### src/btsd_pkg.sv
package btsd_pkg;
  // =====================================================
  // instruction word layout
  localparam int INSTR_W    = 14;
  localparam int OPC_HI     = 13;
  localparam int OPC_LO     = 10;
  localparam int BIT_HI     = 9;
  localparam int BIT_LO     = 7;
  localparam int ADDR_HI    = 6;
  localparam int ADDR_LO    = 0;
  localparam int ADDR_W     = 7;
  localparam int BIDX_W     = 3;
  localparam int DATA_W     = 8;
  // opcode patterns in the top four bits
  localparam logic [3:0] OPC_SKIP_CLR = 4'h6;
  localparam logic [3:0] OPC_SKIP_SET = 4'h7;
  // four-phase instruction cycle
  localparam int PHASE_W = 2;
  localparam logic [PHASE_W-1:0] PH_Q1 = 2'h0;
  localparam logic [PHASE_W-1:0] PH_Q2 = 2'h1;
  localparam logic [PHASE_W-1:0] PH_Q3 = 2'h2;
  localparam logic [PHASE_W-1:0] PH_Q4 = 2'h3;
  // skip-cycle states
  typedef enum logic [0:0] {BTSD_RUN, BTSD_FLUSH} btsd_state_t;
endpackage
### src/btsd_phase_if.sv
`timescale 1ns/1ps
// phase sequencer to decoder carrier
interface btsd_phase_if;
  logic [1:0] phase;  // current q phase
  logic       cycEnd; // last phase of instruction cycle
  modport gen (output phase, output cycEnd);
  modport use_ (input phase, input cycEnd);
endinterface

### src/btsd_decode.sv
`timescale 1ns/1ps

// =====================================================
// cycle timing, one instruction per four clocks
//   q1  opcode decoded combinationally from instrWord
//   q2  regRead raised toward the register file
//   q3  tested bit taken at the edge that closes q3
//   q4  skipTaken shows the result for this one clock
//   next cycle: execNop stands for all four phases on a skip
// a word offered during the nop slot is ignored outright, so a
// discarded test word can never chain a second skip
// limitation: regData must be steady through q3, because the
// bit is read straight from it with no capture of its own
// trade-off: one flop holds the result from q3 to the end of q4,
// which keeps the nop slot aligned to whole instruction cycles

module btsd_decode
  import btsd_pkg::*;
(
  // clock and reset
  input  wire logic              sys_clk,
  input  wire logic              reset,
  // instruction from fetch, valid across the cycle
  input  wire logic [INSTR_W-1:0] instrWord,
  // register file read port
  output logic      [ADDR_W-1:0]  regAddr,
  output logic                    regRead,
  input  wire logic [DATA_W-1:0]  regData,
  // core control
  output logic                    execNop,
  output logic                    isSkipInstr,
  output logic                    skipTaken,
  output logic                    regWrite,
  output logic                    wWrite,
  output logic                    statusWrite,
  output logic      [PHASE_W-1:0] phase
);
  // =====================================================
  // phase sequencer
  // a free-running q1..q4 counter; reset always restarts at q1,
  // so the first instruction cycle begins right after release
  btsd_phase_if phIf ();
  btsd_phase_gen u_phase (
    .sys_clk (sys_clk),
    .reset   (reset),
    .ph      (phIf)
  );
  assign phase = phIf.phase;

  // =====================================================
  // decode
  // both opcodes share bits 13:11, differing only in bit 10;
  // the bit index and address fields sit at the same place
  // for either, so one selector serves both tests
  logic              isClr;     // clear-test opcode
  logic              isSet;     // set-test opcode
  logic [BIDX_W-1:0] bitIdx;    // bit selector
  logic              testBit;   // selected bit value
  logic              skipNow;   // skip condition

  always_comb begin
    isClr   = instrWord[OPC_HI:OPC_LO] == OPC_SKIP_CLR;
    isSet   = instrWord[OPC_HI:OPC_LO] == OPC_SKIP_SET;
    bitIdx  = instrWord[BIT_HI:BIT_LO];
    testBit = regData[bitIdx];
    // clear-test skips on 0, set-test skips on 1
    skipNow = (isClr && !testBit) || (isSet && testBit);
  end

  // =====================================================
  // skip state and captured result
  btsd_state_t state_q;  // run or flushing slot
  btsd_state_t state_d;
  logic        skip_q;   // result latched in q3
  logic        skip_d;

  // state only moves at cycle end, so a skip always spans whole cycles
  // the result flop is cleared at every cycle end, so a stale
  // result can never be applied again to a later instruction
  always_comb begin
    state_d = state_q;
    skip_d  = skip_q;
    case (state_q)
      BTSD_RUN: begin
        if (phIf.phase == PH_Q3) begin
          skip_d = skipNow;
        end
        if (phIf.cycEnd) begin
          // bit one (clear) or zero (set) stays in run
          state_d = skip_q ? BTSD_FLUSH : BTSD_RUN;
          skip_d  = 1'b0;
        end
      end
      BTSD_FLUSH: begin
        // exactly one nop cycle, then back
        if (phIf.cycEnd) begin
          state_d = BTSD_RUN;
        end
      end
      default: begin
        state_d = BTSD_RUN;
      end
    endcase
  end

  always_ff @(posedge sys_clk or posedge reset) begin
    if (reset) begin
      state_q <= BTSD_RUN;
      skip_q  <= 1'b0;
    end else begin
      state_q <= state_d;
      skip_q  <= skip_d;
    end
  end

  // =====================================================
  // outputs
  // handshake-style strobes are combinational from state and
  // phase; the write enables are tied low since neither test
  // touches the register file, w or status
  always_comb begin
    regAddr     = instrWord[ADDR_HI:ADDR_LO];
    // read only in q2 of a real test cycle
    regRead     = (state_q == BTSD_RUN) && (isClr || isSet) && (phIf.phase == PH_Q2);
    isSkipInstr = (state_q == BTSD_RUN) && (isClr || isSet);
    skipTaken   = skip_q;
    // whole discarded cycle is nop, all four phases
    execNop     = (state_q == BTSD_FLUSH);
    // tests never write anything
    regWrite    = 1'b0;
    wWrite      = 1'b0;
    statusWrite = 1'b0;
  end

  // =====================================================
  // checks
  // all assertions run on sys_clk and are muted while reset is high;
  // the q3 sample feeds the nop slot two edges later, one edge
  // for the q4 phase and one for the move into the flush state
  chk_flush_one_cycle: assert property (@(posedge sys_clk) disable iff (reset)
    $rose(execNop) |-> execNop [*4] ##1 !execNop)
    else $error("nop slot not four phases");
  chk_clr_skip: assert property (@(posedge sys_clk) disable iff (reset)
    (phIf.phase == PH_Q3 && state_q == BTSD_RUN && isClr && !testBit)
      |-> ##2 execNop)
    else $error("clear-test did not skip");
  chk_clr_noskip: assert property (@(posedge sys_clk) disable iff (reset)
    (phIf.phase == PH_Q3 && state_q == BTSD_RUN && isClr && testBit)
      |-> ##2 !execNop)
    else $error("clear-test skipped on one");
  chk_set_skip: assert property (@(posedge sys_clk) disable iff (reset)
    (phIf.phase == PH_Q3 && state_q == BTSD_RUN && isSet && testBit)
      |-> ##2 execNop)
    else $error("set-test did not skip");
  chk_set_noskip: assert property (@(posedge sys_clk) disable iff (reset)
    (phIf.phase == PH_Q3 && state_q == BTSD_RUN && isSet && !testBit)
      |-> ##2 !execNop)
    else $error("set-test skipped on zero");
  chk_no_writes: assert property (@(posedge sys_clk) disable iff (reset)
    !(regWrite || wWrite || statusWrite))
    else $error("skip test wrote state");
  chk_clr_decode: assert property (@(posedge sys_clk) disable iff (reset)
    (state_q == BTSD_RUN && instrWord[OPC_HI:OPC_LO] == OPC_SKIP_CLR
      && phIf.phase == PH_Q2) |-> regRead)
    else $error("clear-test not decoded");
  chk_set_decode: assert property (@(posedge sys_clk) disable iff (reset)
    (state_q == BTSD_RUN && instrWord[OPC_HI:OPC_LO] == OPC_SKIP_SET
      && phIf.phase == PH_Q2) |-> regRead)
    else $error("set-test not decoded");

  // result shows for exactly one clock
  chk_taken_pulse: assert property (@(posedge sys_clk) disable iff (reset)
    skipTaken |=> !skipTaken)
    else $error("skip result held too long");

  // result only shows in the last phase
  chk_taken_in_q4: assert property (@(posedge sys_clk) disable iff (reset)
    skipTaken |-> phIf.phase == PH_Q4)
    else $error("skip result outside q4");

  // a taken skip is always followed by the nop slot
  chk_nop_follows: assert property (@(posedge sys_clk) disable iff (reset)
    skipTaken |=> execNop)
    else $error("no nop slot after skip");

  // the discarded word is never read or decoded
  chk_flush_refused: assert property (@(posedge sys_clk) disable iff (reset)
    execNop |-> !regRead && !isSkipInstr)
    else $error("word decoded in nop slot");

  // register read strobe only in q2
  chk_read_in_q2: assert property (@(posedge sys_clk) disable iff (reset)
    regRead |-> phIf.phase == PH_Q2)
    else $error("register read outside q2");

  // nop slot starts on a cycle boundary
  chk_nop_starts_q1: assert property (@(posedge sys_clk) disable iff (reset)
    $rose(execNop) |-> phIf.phase == PH_Q1)
    else $error("nop slot not aligned");

  // no skip result, no nop slot
  chk_run_no_nop: assert property (@(posedge sys_clk) disable iff (reset)
    (phIf.phase == PH_Q4 && state_q == BTSD_RUN && !skipTaken) |=> !execNop)
    else $error("nop slot without skip");

  // main scenarios seen
  cov_clr_skip: cover property (@(posedge sys_clk) isClr && skipNow && phIf.phase == PH_Q3);
  cov_clr_run:  cover property (@(posedge sys_clk) isClr && !skipNow && phIf.phase == PH_Q3);
  cov_set_run:  cover property (@(posedge sys_clk) isSet && !skipNow && phIf.phase == PH_Q3);
  cov_set_skip: cover property (@(posedge sys_clk) isSet && skipNow && phIf.phase == PH_Q3);
  cov_flush:    cover property (@(posedge sys_clk) $fell(execNop));
endmodule

### src/btsd_phase_gen.sv
`timescale 1ns/1ps
// =====================================================
// four-phase sequencer
module btsd_phase_gen
  import btsd_pkg::*;
(
  // clock and reset
  input  wire logic sys_clk,
  input  wire logic reset,
  // phase outputs
  btsd_phase_if.gen ph
);
  logic [PHASE_W-1:0] phase_q; // phase counter
  logic [PHASE_W-1:0] phase_d; // next phase

  // wrap q4 back to q1
  always_comb begin
    phase_d = (phase_q == PH_Q4) ? PH_Q1 : phase_q + 2'h1;
  end

  // register phase
  always_ff @(posedge sys_clk or posedge reset) begin
    if (reset) begin
      phase_q <= PH_Q1;
    end else begin
      phase_q <= phase_d;
    end
  end

  assign ph.phase  = phase_q;
  assign ph.cycEnd = (phase_q == PH_Q4);
endmodule

### config.mk
export PLATFORM = sky130hd
export DESIGN_NAME = btsd_decode
export DESIGN_NICKNAME = d
export VERILOG_FILES = /design/src/btsd_pkg.sv /design/src/btsd_phase_if.sv /design/src/btsd_decode.sv /design/src/btsd_phase_gen.sv
export SDC_FILE = /design/constraint.sdc
export NUM_CORES = 1
export LEC_CHECK = 0
export BUFFER_PORTS_ARGS = -buffer_cell sky130_fd_sc_hd__buf_4
export CORE_AREA = 4 4 41 43
export DETAILED_ROUTE_END_ITERATION = 16
export DIE_AREA = 0 0 45 47
export PLACE_DENSITY = 0.66
export SLEW_MARGIN = 20
export SYNTH_ARGS = -nofsm -noshare
export SYNTH_HDL_FRONTEND = slang
export SYNTH_SLANG_ARGS = --single-unit
export TNS_END_PERCENT = 20
### constraint.sdc
create_clock -name sys_clk -period 2.8 [get_ports sys_clk]
set_clock_uncertainty 0.05 [all_clocks]
set_input_delay 0.56 -clock sys_clk [delete_from_list [all_inputs] [get_ports sys_clk]]
set_output_delay 0.56 -clock sys_clk [all_outputs]
set_load 0.005 [all_outputs]
==> metrics.md <==
| Metric | Value |
|---|---|
| Setup bufs post-CTS | 0 |
| Most common cell after layout, fill and taps aside | buf_4 |
| Most frequent cells in the layout | buf_4, inv_1, dfrtp_1 |
| IO Pins | 40 |
| Area after DPL | 474 sq um |
| Detailed Place HPWL | 654 microns |
| Routed vias | 267 |
| Post-CTS Hold Fix Bufs | 0 |
| Via/cell ratio | 3.99 |
| Cell type of the slowest stage on the worst timing path | nor4bb_1 |
| Slowest cell delay on critical path | 0.42 ns |
| Internal power | 131 uW |
| Initial DRT Pass Iterations | 1 |
| CP Launch Type | input port |
| Crit path time final | 1.98 ns |
| Initial antenna violation count | 0 |
| Largest fanout on the critical path | 3 |
| Die area | 2120 sq um |
| CP Class | input port to output pin |
| First-pass GRT wire length | 1060 microns |
| Most common cell on crit path | buf_4 |
| Remaining global-route overflow | 0 |
| Slew Viols, Final | 0 |
| Antenna diodes | 0 |
| Die height | 47 microns |
| TritonCTS Sinks | 4 |
| Max Cap Violations | 0 |
| Peak supply drop | 0.000140 V |
| Net Sw Power | 30.8 uW |
| Mapped Avg Cell Area | 10.2 sq um |
| Gates resized, CTS repair | 0 |
| Status | finished, final reports clean |
| RePlAce Congestion | 0.657 |
| Synthesized area | 358 sq um |
| Period utilisation layout | 0.708 |
| Sw Ratio | 0.190 |
| Netlist cell types | 15 |
| Final Net Count | 81 |
| FF+latch count, synth | 4 |
| Buffers & Inverters on Critical Path | 2 |
| H-tree depth | 1 |
| Layout cells sized above 1 | 0.481 |
| Seq pwr share | 0.369 |
| Max clock buf depth | 2 |
| Core area | 1300 sq um |
| Final instance area | 497 sq um |
| Crit path capture type | output pin |
| Worst Setup SP | instrWord[13] |
| Clock power share | 0.423 |
| CP arrival | 1.37 ns |
| Worst-Skew Late Latency | 0.23 ns |
| Clk pin slew, worst setup/hold paths | 0.03 ns |
| Cts bufs inserted | 3 |
| Die width | 45 microns |
| Syn-to-layout area delta | 38.8% |
| CP Cell Sequence | buf_4, nor4bb_1, and2_1, buf_4 |
| Pwr Density | 325 nW/um^2 |
| Avg WL per Cell | 10.7 microns |
| Routed Antenna Nets | 0 |
| CTS tree | yes |
| Worst path top cell family by delay | simple AND/OR/NAND/NOR gates |
| DRT iter0 DRCs | 0 |
| Yosys warns | 0 |
| TNS Setup | 0 ns |
| Maximum clock frequency | 505 MHz |
| Leakage | 0.000269 uW |
| Critical Path RT | 2.19 ns |
| Unrepaired setup endpoints after global routing | no |
| Clock Root Buffer | clkbuf_4 |
| Sequential fraction of the synthesis area | 0.280 |
| Final setup fails | 0 |
| Post-Synthesis Cells | 35 |
| IO buf count | 22 |
| Vias in the first global route | 273 |
| Total track usage | 0.0732 |
| Reg2reg start | execNop |
| Largest net degree at the start of global routing | 6 |
| Worst Hold Class | input port to async pin |
| Combinational share of power | 0.208 |
| Routed WL | 716 microns |
| Post-route DRC | 0 |
| Starting density of the core | 0.275 |
| Row cnt | 13 |
| Final hold viol count | 0 |
[cell type report]
type / count / area (sq um)
clock buffers: 3 / 22.5
well taps: 15 / 18.8
flip-flops and latches: 4 / 100
repair buffers: 22 / 165
fillers: 140 / 805
inverters: 4 / 15.0
multi-input cells: 19 / 175
[metal layers]
metal  global-route usage  vias up  share of wire
met5                    0        -              0
met4               0.0643        0              0
met3               0.0345        0           0.14
met2                0.116       11           0.54
met1               0.0719      118           0.33
li1                     -      138              -
[cell usage after synthesis (all sizes together)]
library cell | count | share of area
mux4 | 2 | 0.15
inv | 4 | 0.042
mux2i | 2 | 0.056
dfrtp | 4 | 0.28
conb | 1 | 0.010
nand2 | 1 | 0.010
o21ai | 2 | 0.028
and2 | 1 | 0.017
nor2 | 2 | 0.021
nor4bb | 1 | 0.028
buf | 10 | 0.21
ha | 3 | 0.10
xnor2 | 1 | 0.024
nand3b | 1 | 0.021
[per-stage QoR]
stage	total power, uW	util	setup slack [ns]	instances	hold slack [ns]
after floorplan	83.9	-	1.00	37	0.276
after global placement	93.3	0.364	0.845	64	0.403
after detailed placement	94.6	0.364	0.790	64	0.404
after CTS	166	0.382	0.787	67	0.156
after global routing	176	0.382	0.627	67	0.161
final	161	0.382	0.818	67	0.161
[final timing paths]
check | end | slack, ns | cells after the start
max | regRead | 0.82 | 4
min | skipTaken | 0.16 | 2
max reg2reg | skipTaken | 1.58 | 3
min reg2reg | u_phase.ph.phase[0] | 0.46 | 1
max in group asynchronous | u_phase.ph.phase[0] | 2.40 | 2
min in group sys_clk | u_phase.ph.phase[0] | 0.46 | 1
[cells by family after synthesis]
logic type	Yosys count	synth area share
other cells	1	0.0105
mux	4	0.203
simple gates	6	0.0979
fa+ha+maj	3	0.105
compound gates	2	0.0279
flops	4	0.280
xor+xnor	1	0.0245
buf+inv	14	0.252
[sequential cells by signal, indices dropped and copies added (netlist names)]
register	flops
u_phase.ph.phase	2
execNop	1
skipTaken	1
[worst reg2reg max path: cells and delay by family, from the launching register on]
| family | cells | cell delay (ns) |
|---|---|---|
| and+or+nand+nor | 2 | 0.55 |
| AOI/OAI and AO/OA | 1 | 0.15 |
| DFF | 1 | 0.40 |
[power by group through the flow]
| stage | logic [uW] | clock network [uW] | registers (uW) |
|---|---|---|---|
| floorplan | 23.6 | 0 | 60.3 |
| global placement | 33.0 | 0 | 60.3 |
| detailed placement | 34.4 | 0 | 60.3 |
| CTS | 34.4 | 72.5 | 59.6 |
| global route | 37.1 | 78.8 | 59.7 |
| finish | 33.6 | 68.3 | 59.5 |
Power figures use the tool's default switching activity.
